--- config.mk ---
export PLATFORM = sky130hd
export DESIGN_NAME = scb_regs
export DESIGN_NICKNAME = d
export VERILOG_FILES = /design/src/hdl/scb_pkg.sv /design/src/hdl/scb_regs.sv
export VERILOG_INCLUDE_DIRS = /design/src /design/src/hdl
export SDC_FILE = /design/constraint.sdc
export NUM_CORES = 1
export LEC_CHECK = 0
export ABC_AREA = 0
export CAP_MARGIN = 30
export CORE_ASPECT_RATIO = 0.9
export CORE_UTILIZATION = 35
export DETAILED_ROUTE_END_ITERATION = 8
export DONT_BUFFER_PORTS = 1
export SLEW_MARGIN = 20
export SYNTH_ARGS = -nofsm -noshare
export SYNTH_HDL_FRONTEND = slang
export SYNTH_SLANG_ARGS = --single-unit
--- constraint.sdc ---
create_clock -name SYS_CLK -period 1.7 [get_ports SYS_CLK]
set_input_delay 0.34 -clock SYS_CLK [delete_from_list [all_inputs] [get_ports SYS_CLK]]
set_output_delay 0.34 -clock SYS_CLK [all_outputs]
set_load 0.05 [all_outputs]
--- src/hdl/scb_map.svh ---
// Purpose: register offsets, field positions, reset values and keys of the control block
// Assumes: 32-bit word registers on AHB-Lite, byte addresses below
// Notes: definitions only
`ifndef SCB_MAP_SVH
`define SCB_MAP_SVH
`define SCB_OFS_ICS 12'h004
`define SCB_OFS_AIRC 12'h00c
`define SCB_OFS_LPC 12'h010
`define SCB_OFS_IRQ_STAT 12'h020
`define SCB_OFS_IRQ_MASK 12'h024
`define SCB_BIT_PSV_SET 28
`define SCB_BIT_PSV_CLR 27
`define SCB_BIT_TICK_SET 26
`define SCB_BIT_TICK_CLR 25
`define SCB_BIT_IRQ_PEND 22
`define SCB_BIT_BYTE_ORDER 15
`define SCB_BIT_SYS_RESET 2
`define SCB_BIT_DBG_CLR 1
`define SCB_BIT_EV_ON_PEND 4
`define SCB_BIT_DEEP_SLEEP 2
`define SCB_BIT_SLEEP_EXIT 1
`define SCB_WRITE_KEY 16'h05fa
`define SCB_LPC_RESET 3'h0
`define SCB_LPC_WMASK 32'h0000_0016
`endif

--- src/hdl/scb_pkg.sv ---
// Purpose: types shared by the control block
// Assumes: nothing beyond the map header
// Notes: status bit positions of the interrupt status register
package scb_pkg;
  typedef enum logic [1:0]
  {
    SCB_EV_RESET_REQ,
    SCB_EV_WAKE,
    SCB_EV_PSV_PEND,
    SCB_EV_TICK_PEND
  } scb_event_t;
  typedef logic [5:0] scb_vector_t;
endpackage : scb_pkg

--- src/hdl/scb_regs.sv ---
// Purpose: system control registers: interrupt state, keyed reset control, low-power control
// Assumes: AHB-Lite slave, zero wait states, single word transfers, response always OKAY
// Notes: core state inputs are on SYS_CLK; the external event pin is synchronised
// Operation
// - flag bit 22 reads 1 when any interrupt other than NMI or fault is pending
// - bits 17:12 show highest pending enabled exception number, zero if none
// - bits 5:0 show active exception number, zero in Thread mode
// - control writes need key 05fa in bits 31:16; key bits read as zero
// - bit 15 reports data byte order, 0 little, 1 big
// - keyed write of 1 to bit 2 requests system reset; bit reads 0
// - bit 1 reserved for debug, reads 0, software writes 0
// - low-power bit 4 lets disabled interrupts wake the processor too
// - a new pending event wakes wait-for-event, else it is latched
// - the send-event instruction also wakes wait-for-event
// - low-power bit 2 selects sleep or deep sleep
// - low-power bit 1 enables sleep on return from handler to thread mode
// - writing 1 to bit 27 clears pendable-service pending; set only via bit 28
// - bit 26 sets and bit 25 clears tick pending; zero writes do nothing
`timescale 1ns/1ps
`include "scb_map.svh"
module scb_regs
  import scb_pkg::*;
#(
  parameter logic BYTE_ORDER = 1'b0
)
(
  input wire logic SYS_CLK,
  input wire logic SYS_RST,
  input wire logic HSEL,
  input wire logic [31:0] HADDR,
  input wire logic [1:0] HTRANS,
  input wire logic HWRITE,
  input wire logic [2:0] HSIZE,
  input wire logic [31:0] HWDATA,
  input wire logic HREADY,
  output logic [31:0] HRDATA,
  output logic HREADYOUT,
  output logic HRESP,
  input wire logic IRQ_PENDING_ANY,
  input wire logic IRQ_PENDING_DISABLED,
  input wire logic [5:0] PENDING_VECTOR,
  input wire logic [5:0] ACTIVE_VECTOR,
  input wire logic EXT_EVENT,
  input wire logic SEND_EVENT_INSTR,
  input wire logic WAIT_FOR_EVENT,
  input wire logic PSV_TAKEN,
  input wire logic TICK_EVENT,
  input wire logic TICK_TAKEN,
  input wire logic HANDLER_EXIT_TO_THREAD,
  output logic PSV_PENDING,
  output logic TICK_PENDING,
  output logic SYSTEM_RESET_REQUEST,
  output logic WAKE_UP,
  output logic EVENT_LATCHED,
  output logic DEEP_SLEEP_SELECT,
  output logic SLEEP_ON_EXIT,
  output logic SLEEP_ON_EXIT_REQ,
  output logic IRQ
);

  // address phase capture
  logic wr_pend;
  logic [11:0] addr_q;
  logic psv_pend;
  logic tick_pend;
  logic [2:0] lpc;
  logic ev_latch;
  logic [3:0] stat;
  logic [3:0] mask;
  logic ev_sync1;
  logic ev_sync2;
  logic ev_prev;
  logic pend_prev;
  logic reset_req;

  wire take = HSEL && HREADY && HTRANS[1];
  wire sel_ics = addr_q == `SCB_OFS_ICS;
  wire sel_airc = addr_q == `SCB_OFS_AIRC;
  wire sel_lpc = addr_q == `SCB_OFS_LPC;
  wire sel_stat = addr_q == `SCB_OFS_IRQ_STAT;
  wire sel_mask = addr_q == `SCB_OFS_IRQ_MASK;
  wire wr_ics = wr_pend && sel_ics;
  wire key_ok = HWDATA[31:16] == `SCB_WRITE_KEY;
  wire wr_airc = wr_pend && sel_airc && key_ok;
  wire wr_lpc = wr_pend && sel_lpc;

  // read side decodes the address phase itself, so the data stands during the data phase
  // with no wait state; live core inputs are therefore seen as they were in that phase
  wire [11:0] raddr = {HADDR[11:2], 2'b00};
  wire rd_take = take && !HWRITE;
  wire rsel_ics = raddr == `SCB_OFS_ICS;
  wire rsel_airc = raddr == `SCB_OFS_AIRC;
  wire rsel_lpc = raddr == `SCB_OFS_LPC;
  wire rsel_stat = raddr == `SCB_OFS_IRQ_STAT;
  wire rsel_mask = raddr == `SCB_OFS_IRQ_MASK;

  // ics write strobes; simultaneous set and clear is undefined, set is given priority
  wire psv_set = wr_ics && HWDATA[`SCB_BIT_PSV_SET];
  wire psv_clr = wr_ics && HWDATA[`SCB_BIT_PSV_CLR];
  wire tick_set = wr_ics && HWDATA[`SCB_BIT_TICK_SET];
  wire tick_clr = wr_ics && HWDATA[`SCB_BIT_TICK_CLR];
  wire reset_hit = wr_airc && HWDATA[`SCB_BIT_SYS_RESET];

  // pending sources that may wake: disabled ones only with event_on_pending
  wire event_on_pending = lpc[`SCB_BIT_EV_ON_PEND - 2];
  wire pend_wakeable = IRQ_PENDING_ANY || psv_pend || tick_pend
                       || (event_on_pending && IRQ_PENDING_DISABLED);
  wire pend_rise = pend_wakeable && !pend_prev;
  wire ext_rise = ev_sync2 && !ev_prev;
  wire wake_ev = pend_rise || ext_rise || SEND_EVENT_INSTR;

  // read views; key field and write-only bits read zero
  // bits 31:29, 27, 25:23, 21:18 and 11:6 are reserved or write-only and read zero
  wire [31:0] ics_view = {3'h0, psv_pend, 1'b0, tick_pend, 3'h0,
                          IRQ_PENDING_ANY, 4'h0, PENDING_VECTOR, 6'h0,
                          ACTIVE_VECTOR};
  wire [31:0] airc_view = {16'h0, BYTE_ORDER, 15'h0};
  // lpc holds bit 4, bit 2 and bit 1 packed as [2], [1] and [0]
  wire [31:0] lpc_view = {27'h0, lpc[2], 1'b0, lpc[1], lpc[0], 1'b0};
  // unmapped offsets read zero
  wire [31:0] rd_mux = rsel_ics ? ics_view :
                       rsel_airc ? airc_view :
                       rsel_lpc ? lpc_view :
                       rsel_stat ? {28'h0, stat} :
                       rsel_mask ? {28'h0, mask} : 32'h0;

  wire [3:0] ev_vec = {tick_set & ~tick_pend, psv_set & ~psv_pend,
                       wake_ev, reset_hit};

  assign HREADYOUT = 1'b1;
  assign HRESP = 1'b0;
  assign PSV_PENDING = psv_pend;
  assign TICK_PENDING = tick_pend;
  assign SYSTEM_RESET_REQUEST = reset_req;
  assign EVENT_LATCHED = ev_latch;
  assign DEEP_SLEEP_SELECT = lpc[1];
  assign SLEEP_ON_EXIT = lpc[0];
  assign SLEEP_ON_EXIT_REQ = lpc[0] && HANDLER_EXIT_TO_THREAD;
  assign IRQ = |(stat & mask);

  // bus phase tracking
  always_ff @(posedge SYS_CLK or posedge SYS_RST)
  begin
    if (SYS_RST)
    begin
      wr_pend <= 1'b0;
      addr_q <= 12'h000;
    end
    else
    begin
      // a write lands at the edge that ends its data phase, when hwdata stands
      wr_pend <= take && HWRITE;
      if (take)
        addr_q <= {HADDR[11:2], 2'b00};
    end
  end

  // read data registered in the address phase cycle so it stands in the data phase
  always_ff @(posedge SYS_CLK or posedge SYS_RST)
  begin
    if (SYS_RST)
      HRDATA <= 32'h0;
    else if (rd_take)
      HRDATA <= rd_mux;
  end

  // exception pending bits; hardware clear when the core takes the exception
  always_ff @(posedge SYS_CLK or posedge SYS_RST)
  begin
    if (SYS_RST)
    begin
      psv_pend <= 1'b0;
      tick_pend <= 1'b0;
    end
    else
    begin
      if (psv_set)
        psv_pend <= 1'b1;
      else if (psv_clr || PSV_TAKEN)
        psv_pend <= 1'b0;
      if (tick_set || TICK_EVENT)
        tick_pend <= 1'b1;
      else if (tick_clr || TICK_TAKEN)
        tick_pend <= 1'b0;
    end
  end

  // keyed control and low-power control; reset request is a held level
  always_ff @(posedge SYS_CLK or posedge SYS_RST)
  begin
    if (SYS_RST)
    begin
      reset_req <= 1'b0;
      lpc <= `SCB_LPC_RESET;
    end
    else
    begin
      if (reset_hit)
        reset_req <= 1'b1;
      if (wr_lpc)
        lpc <= {HWDATA[`SCB_BIT_EV_ON_PEND], HWDATA[`SCB_BIT_DEEP_SLEEP],
                HWDATA[`SCB_BIT_SLEEP_EXIT]};
    end
  end

  // external event synchroniser and edge history
  always_ff @(posedge SYS_CLK or posedge SYS_RST)
  begin
    if (SYS_RST)
    begin
      ev_sync1 <= 1'b0;
      ev_sync2 <= 1'b0;
      ev_prev <= 1'b0;
      pend_prev <= 1'b0;
    end
    else
    begin
      ev_sync1 <= EXT_EVENT;
      ev_sync2 <= ev_sync1;
      ev_prev <= ev_sync2;
      pend_prev <= pend_wakeable;
    end
  end

  // event latch: wakes a waiting core one cycle later, else held for the next wait
  always_ff @(posedge SYS_CLK or posedge SYS_RST)
  begin
    if (SYS_RST)
    begin
      ev_latch <= 1'b0;
      WAKE_UP <= 1'b0;
    end
    else
    begin
      WAKE_UP <= WAIT_FOR_EVENT && (wake_ev || ev_latch);
      if (WAIT_FOR_EVENT)
        ev_latch <= 1'b0;
      else if (wake_ev)
        ev_latch <= 1'b1;
    end
  end

  // sticky status, write one to clear; a new event beats the clear
  genvar gi;
  generate
    for (gi = 0; gi < 4; gi++)
    begin : g_stat
      always_ff @(posedge SYS_CLK or posedge SYS_RST)
      begin
        if (SYS_RST)
          stat[gi] <= 1'b0;
        else if (ev_vec[gi])
          stat[gi] <= 1'b1;
        else if (wr_pend && sel_stat && HWDATA[gi])
          stat[gi] <= 1'b0;
      end
    end
  endgenerate

  // interrupt mask
  always_ff @(posedge SYS_CLK or posedge SYS_RST)
  begin
    if (SYS_RST)
      mask <= 4'h0;
    else if (wr_pend && sel_mask)
      mask <= HWDATA[3:0];
  end

endmodule : scb_regs

==> impl_metrics.yaml, run 1 <==
yosys:
  synth_top_cell_by_area: "dfrtp_1"
  yosysMostFrequentCell: "dfrtp_1"
  synthTopCellsByCount: "dfrtp_1 (46), buf_4 (20), inv_1 (16), nand2_1 (16), mux2_2 (14)"
  yosysSeqAreaShare_pct: 50.5
  synth.area.top_cells: "dfrtp_1 (50%), mux2_2 (6.9%), buf_4 (6.6%)"
  synthCells: 202
  synth.avg_cell_area_um2: 11.3
  synth.cell_area_um2: 2280
  synth_edf_count: 0
  yosysWarningCount: 0
  synthArstFlopShare_pct: 100
  synthDistinctLibCells: 43
  synth_top_area_share_pct: 50.5
  synth_top_flop_cell: "dfrtp_1"
  synth_seq_cells: 46
setup_path:
  crit_family: "flip-flops"
  critPathBufInv: 0
  reg2reg_to: "lpc[1]"
  critPathKind: "reg2out"
  end_kind: "output pin"
  max_stage_delay_ps: 410
  cp_max_fo: 3
  r2r_start: "addr_q[9]"
  startpoint_type: "flop"
  path_cells: "a22oi_1, nand2_1"
  r2r_slack_ps: 180
  critPathSlowestCell: "dfrtp_1"
  crit_arrival_ps: 1290
  reg2reg_depth: 4
  cp_data_required_time_ps: 1360
  crit_path_start: "stat[3]"
pwr:
  total_leakage_power_nw: 1.14
  powerDensity_nw_per_um2: 913
  irDropWorstVdd_uv: 485
  p_total_mw: 2.32
cells_and_area:
  fillers: 631
  regArea_um2: 1150
  finish.utilization_pct: 40.8
  diodes: 0
  final_nets: 316
  drive_gt1_share_pct: 23.4
  multi_input_area_um2: 967
  area_growth_pct: 11.3
  fin_area_um2: 2540
grt:
  grt_usage_pct: 15.7
  grt_pass1_wl_mm: 7.97
  globalRouteOverflowTotal: 0
  antenna_found_initial: 0
  grt_max_degree: 37
  grt_pass1_vias: 1485
timing:
  fmax_ghz: 0.615
  slew_violations: 0
  timing.hold.ws_ps: 47.9
  fin_crit_sh_pct: 95.7
  rsz0062_at_grt: "no"
  finalSetupViolCount: 0
  relSlewSlack_pct: 65.5
  fin_skew_ps: 10.2
  fin_tns_setup_ps: 0
  finalHoldViolations: 0
  worst_pin_slew_ps: 516
  fin_crit_ps: 1630
outcome:
  status: "finished, final reports clean"
floorplan:
  ios: 138
  fp.dieH_um: 78.6
  coreArea_um2: 6220
  dieArea_um2: 6840
  num_rows: 27
  start_util_pct: 36.7
  die_w_um: 87.1
drt:
  drtPass1Iterations: 4
  via_per_inst: 4.97
  top_layer: "met4"
  wirelength_mm: 5.15
  via_count: 1537
  wl_met1_mm: 2.37
  first_iter_violations: 64
  route.met2.wl_mm: 2.25
  drc: 0
  wl_met3_um: 460
  avgRoutedWirePerCell_um: 16.7
  drtAntennaViolNets: 0
cts:
  path_clk_slew_ps: 100
  cts-resized-gates: 0
  clockBufferDepth: 2
  cts_tree: "built"
  cts.sinks: 46
  cts_root_buffer: "clkbuf_8"
  cts_htree_levels: 2
  worstSkewPairLatency_ps: 310
  numCtsBuffers: 5
min_path:
  min-delay-start: "EXT_EVENT"
  hold_class: "in2reg"
  holdPathEnd: "ev_sync1"
  hold_path_depth: 0
placement:
  port-buffer-count: 0
  hpwl_mm: 3.96
  placed_area_um2: 2430
  place.gp.congestion: 0.784
job:
  drv_cap: 0
-- per-layer routing --
layer	GRT usage [%]	up-vias
li1	-	728
met1	22.0	736
met2	22.5	66
met3	5.89	7
met4	4.50	0
met5	0	-
-- cell type report --
| class | instances | share of cell area, % |
|---|---|---|
| Clock buffer | 5 | 2.71 |
| Clock inverter | 3 | 0.937 |
| Inverter | 16 | 2.37 |
| Multi-Input combinational cell | 133 | 38.1 |
| Sequential cell | 46 | 45.4 |
| Tap cell | 87 | 4.29 |
| Timing Repair Buffer | 19 | 6.21 |
-- worst max-delay path by stage --
stage                          to  slack, ps  depth (start not counted)
floorplan           EVENT_LATCHED        120                          3
global placement           lpc[1]        100                          3
detailed placement         lpc[0]         80                          3
CTS                        lpc[1]         50                          3
global route                  IRQ         30                          2
finish                        IRQ         70                          2
-- cells by family after synthesis --
logic type      count (synthesis)  share of synthesized area, %
buf+inv                        40                          9.88
simple gates                   59                          17.9
compound gates                 34                          10.3
flops                          46                          50.5
mux                            21                          11.0
other cells                     2                         0.329
-- layout by cell type, fill, tap and decap left out, types with 2 or more instances in the layout --
| cell type | instances |
|---|---|
| a221oi_1 | 2 |
| nand4_1 | 4 |
| dfrtp_1 | 46 |
| nand3_1 | 4 |
| nor2b_1 | 4 |
| o2bb2ai_1 | 2 |
| nand4b_1 | 2 |
| nor3b_1 | 3 |
| nor4bb_1 | 8 |
| mux2_4 | 4 |
| o21ai_0 | 12 |
| mux2_2 | 14 |
| o31ai_1 | 4 |
| inv_1 | 15 |
| buf_4 | 17 |
| clkinvlp_4 | 2 |
| clkbuf_8 | 5 |
| nand2_1 | 16 |
| a22oi_1 | 4 |
| mux2_1 | 3 |
| nor2_1 | 4 |
| nor3_1 | 2 |
| conb_1 | 19 |
| o31a_1 | 2 |
-- where the power goes --
part | switching [mW] | internal [mW] | total, mW
Sequential | 0.0678 | 1.16 | 1.23
Clock | 0.411 | 0.295 | 0.706
Combinational | 0.239 | 0.144 | 0.383
-- registers in the layout, indices dropped and copies added (netlist names), 3 cells and up --
name / cells
HRDATA: 15
stat: 4
mask: 4
addr_q: 10
lpc: 3
-- timing repair --
action,in CTS,in global routing
hold buffers,1,0
setup buffers,0,1
setup endpoints to repair,0,2
endpoints found under the hold margin,10,0
-- per-stage QoR --
step           cells  setup slack, ps
3_3_place_gp     299             96.5
4_1_cts          308             46.9
6_report         309             73.1
5_1_grt          309             26.7
3_5_place_dp     299             78.7
2_1_floorplan    219              119
-- worst register-to-register path, delay by kind of cell, from the launching register on --
kind | cells | cell delay, ps
AND/OR/NAND/NOR | 2 | 440
multiplexers | 1 | 340
flip-flops | 1 | 400
buffers and inverters | 1 | 230
(Power assumes the default switching activity.)
==> run 2, diff against run 1 <==
Settings changed: SETUP_SLACK_MARGIN set to 0.1.
==> impl_metrics.yaml, run 2 (synthesis gave the netlist of run 1 again) <==
timing:
  fin_crit_ps: 1550
  finalSetupViolCount: 0
  fin_tns_setup_ps: 0
  finalHoldViolations: 0
  fin_crit_sh_pct: 91.2
  rsz0062_at_grt: "no"
  setup_ws_ps: 149
  worst_pin_slew_ps: 573
  fin_skew_ps: 9.71
  slew_violations: 0
  relSlewSlack_pct: 61.7
  fmax_ghz: 0.645
setup_path:
  critPathBufInv: 0
  reg2reg_to: "TICK_PENDING"
  max_stage_delay_ps: 410
  crit_arrival_ps: 1210
  startpoint_type: "flop"
  r2r_slack_ps: 190
  path_cells: "a22oi_1, nand2_2"
  critPathKind: "reg2out"
  crit_path_start: "stat[3]"
  endpoint: "IRQ"
  cp_data_required_time_ps: 1360
  end_kind: "output pin"
  cp_num_cells: 2
  reg2reg_depth: 3
  critPathSlowestCell: "dfrtp_1"
  r2r_start: "addr_q[5]"
  cp_max_fo: 3
  crit_family: "flip-flops"
drt:
  drc: 0
  first_iter_violations: 79
  top_layer: "met4"
  wl_met3_um: 449
  via_count: 1548
  drtPass1Iterations: 4
  route.met2.wl_mm: 2.31
  drtAntennaViolNets: 0
  avgRoutedWirePerCell_um: 16.8
  wirelength_mm: 5.23
  wl_met1_mm: 2.41
  via_per_inst: 4.98
pwr:
  clkPwrFrac_pct: 30.3
  power_frac_seq_pct: 52.9
  p_sw_share_pct: 31.3
  irDropWorstVdd_uv: 500
  powerDensity_nw_per_um2: 904
  total_leakage_power_nw: 1.15
  p_sw_mw: 0.731
  p_int_mw: 1.60
  p_comb_share_pct: 16.9
cts:
  numCtsBuffers: 5
  cts_root_buffer: "clkbuf_8"
  clockBufferDepth: 2
  cts.sinks: 46
  path_clk_slew_ps: 100
  cts_htree_levels: 2
  cts_tree: "built"
  worstSkewPairLatency_ps: 310
floorplan:
  coreArea_um2: 6220
  ios: 138
  start_util_pct: 36.7
  die_w_um: 87.1
  num_rows: 27
  fp.dieH_um: 78.6
  dieArea_um2: 6840
placement:
  dp_slack_ps: 78.7
  placedCellCount: 299
  place.gp.congestion: 0.784
  port-buffer-count: 0
  hpwl_mm: 3.96
job:
  drv_cap: 0
cells_and_area:
  final_cells: 311
  final_cell_mix: "dfrtp_1 (46), conb_1 (19), buf_4 (17)"
  finish.utilization_pct: 41.5
  mostFrequentLayoutCell: "dfrtp_1"
  largest_reg_flops: 15
  largest-register: "HRDATA"
  drive_gt1_share_pct: 24.6
  final_nets: 318
  fillers: 626
  reg_top3: "HRDATA: 15 flops, addr_q: 10 flops"
  area_growth_pct: 13.2
  diodes: 0
grt:
  grt_usage_pct: 15.8
  antenna_found_initial: 0
  globalRouteOverflowTotal: 0
  grt_pass1_vias: 1479
  grt_pass1_wl_mm: 7.99
  grt_max_degree: 37
min_path:
  min-delay-start: "EXT_EVENT"
  hold_class: "in2reg"
outcome:
  status: "finished, final reports clean"
run 2: cell types whose count changed in the layout (fill, tap and decap cells not counted):
cell	previous run	this run
nand2_1	16	15
nand4_2	1	0
nand4_4	1	2
nand2_2	0	1
buf_6	0	1
clkdlybuf4s15_2	0	1
nor4b_2	1	0
nor4b_4	0	1
run 2: area by class of cell:
| type | instances | area (um^2) | area share, % |
|---|---|---|---|
| Multi-Input combinational cell | 133 | 987 | 38.3 |
| Sequential cell | 46 | 1150 | 44.6 |
| Inverter | 16 | 60.1 | 2.33 |
| Timing Repair Buffer | 21 | 180 | 6.98 |
| Clock buffer | 5 | 68.8 | 2.67 |
| Clock inverter | 3 | 23.8 | 0.921 |
| Tap cell | 87 | 109 | 4.22 |
run 2: timing repair:
action / 4_1_cts / 5_1_grt
endpoints found under the setup margin: 8 / 1
hold buffers: 1 / 0
pin swaps: 1 / 1
cloned: 0 / 1
resized for setup: 1 / 3
buffers inserted: 1 / 1
endpoints found under the hold margin: 10 / 0
run 2: per-stage QoR:
stage | instance area [um^2] | hold slack (ps) | total power, mW
3_3_place_gp | 2430 | 174 | 1.62
3_5_place_dp | 2430 | 183 | 1.63
2_1_floorplan | 2340 | 331 | 1.57
4_1_cts | 2540 | 40.6 | 2.34
5_1_grt | 2580 | 25.5 | 2.43
6_report | 2580 | 47.5 | 2.33
run 2: per-layer routing:
layer / track usage (%) / up-vias
met5: 0 / -
met4: 4.50 / 0
met3: 5.89 / 7
met2: 22.5 / 65
met1: 22.1 / 745
li1: - / 731
run 2: worst min path at each step:
stage | end | depth (start not counted) | slack (ps)
4_1_cts | ev_sync1 | 0 | 40
2_1_floorplan | ev_sync2 | 0 | 330
3_3_place_gp | HRDATA[16] | 1 | 170
3_5_place_dp | HRDATA[16] | 1 | 180
5_1_grt | ev_sync1 | 0 | 30
6_report | ev_sync1 | 0 | 50
run 2: worst reg2reg max path, stage by stage (launching register included):
cell and delay, ps:
dfrtp_1 400, nor3b_1 490, nand4_1 150, a221o_1 360
run 2: power by group through the flow:
| stage | logic (mW) | clock network (mW) | registers (mW) |
|---|---|---|---|
| detailed placement | 0.379 | 0 | 1.25 |
| global placement | 0.373 | 0 | 1.25 |
| floorplan | 0.303 | 0 | 1.27 |
| CTS | 0.386 | 0.729 | 1.23 |
| global route | 0.421 | 0.767 | 1.24 |
| finish | 0.393 | 0.706 | 1.23 |
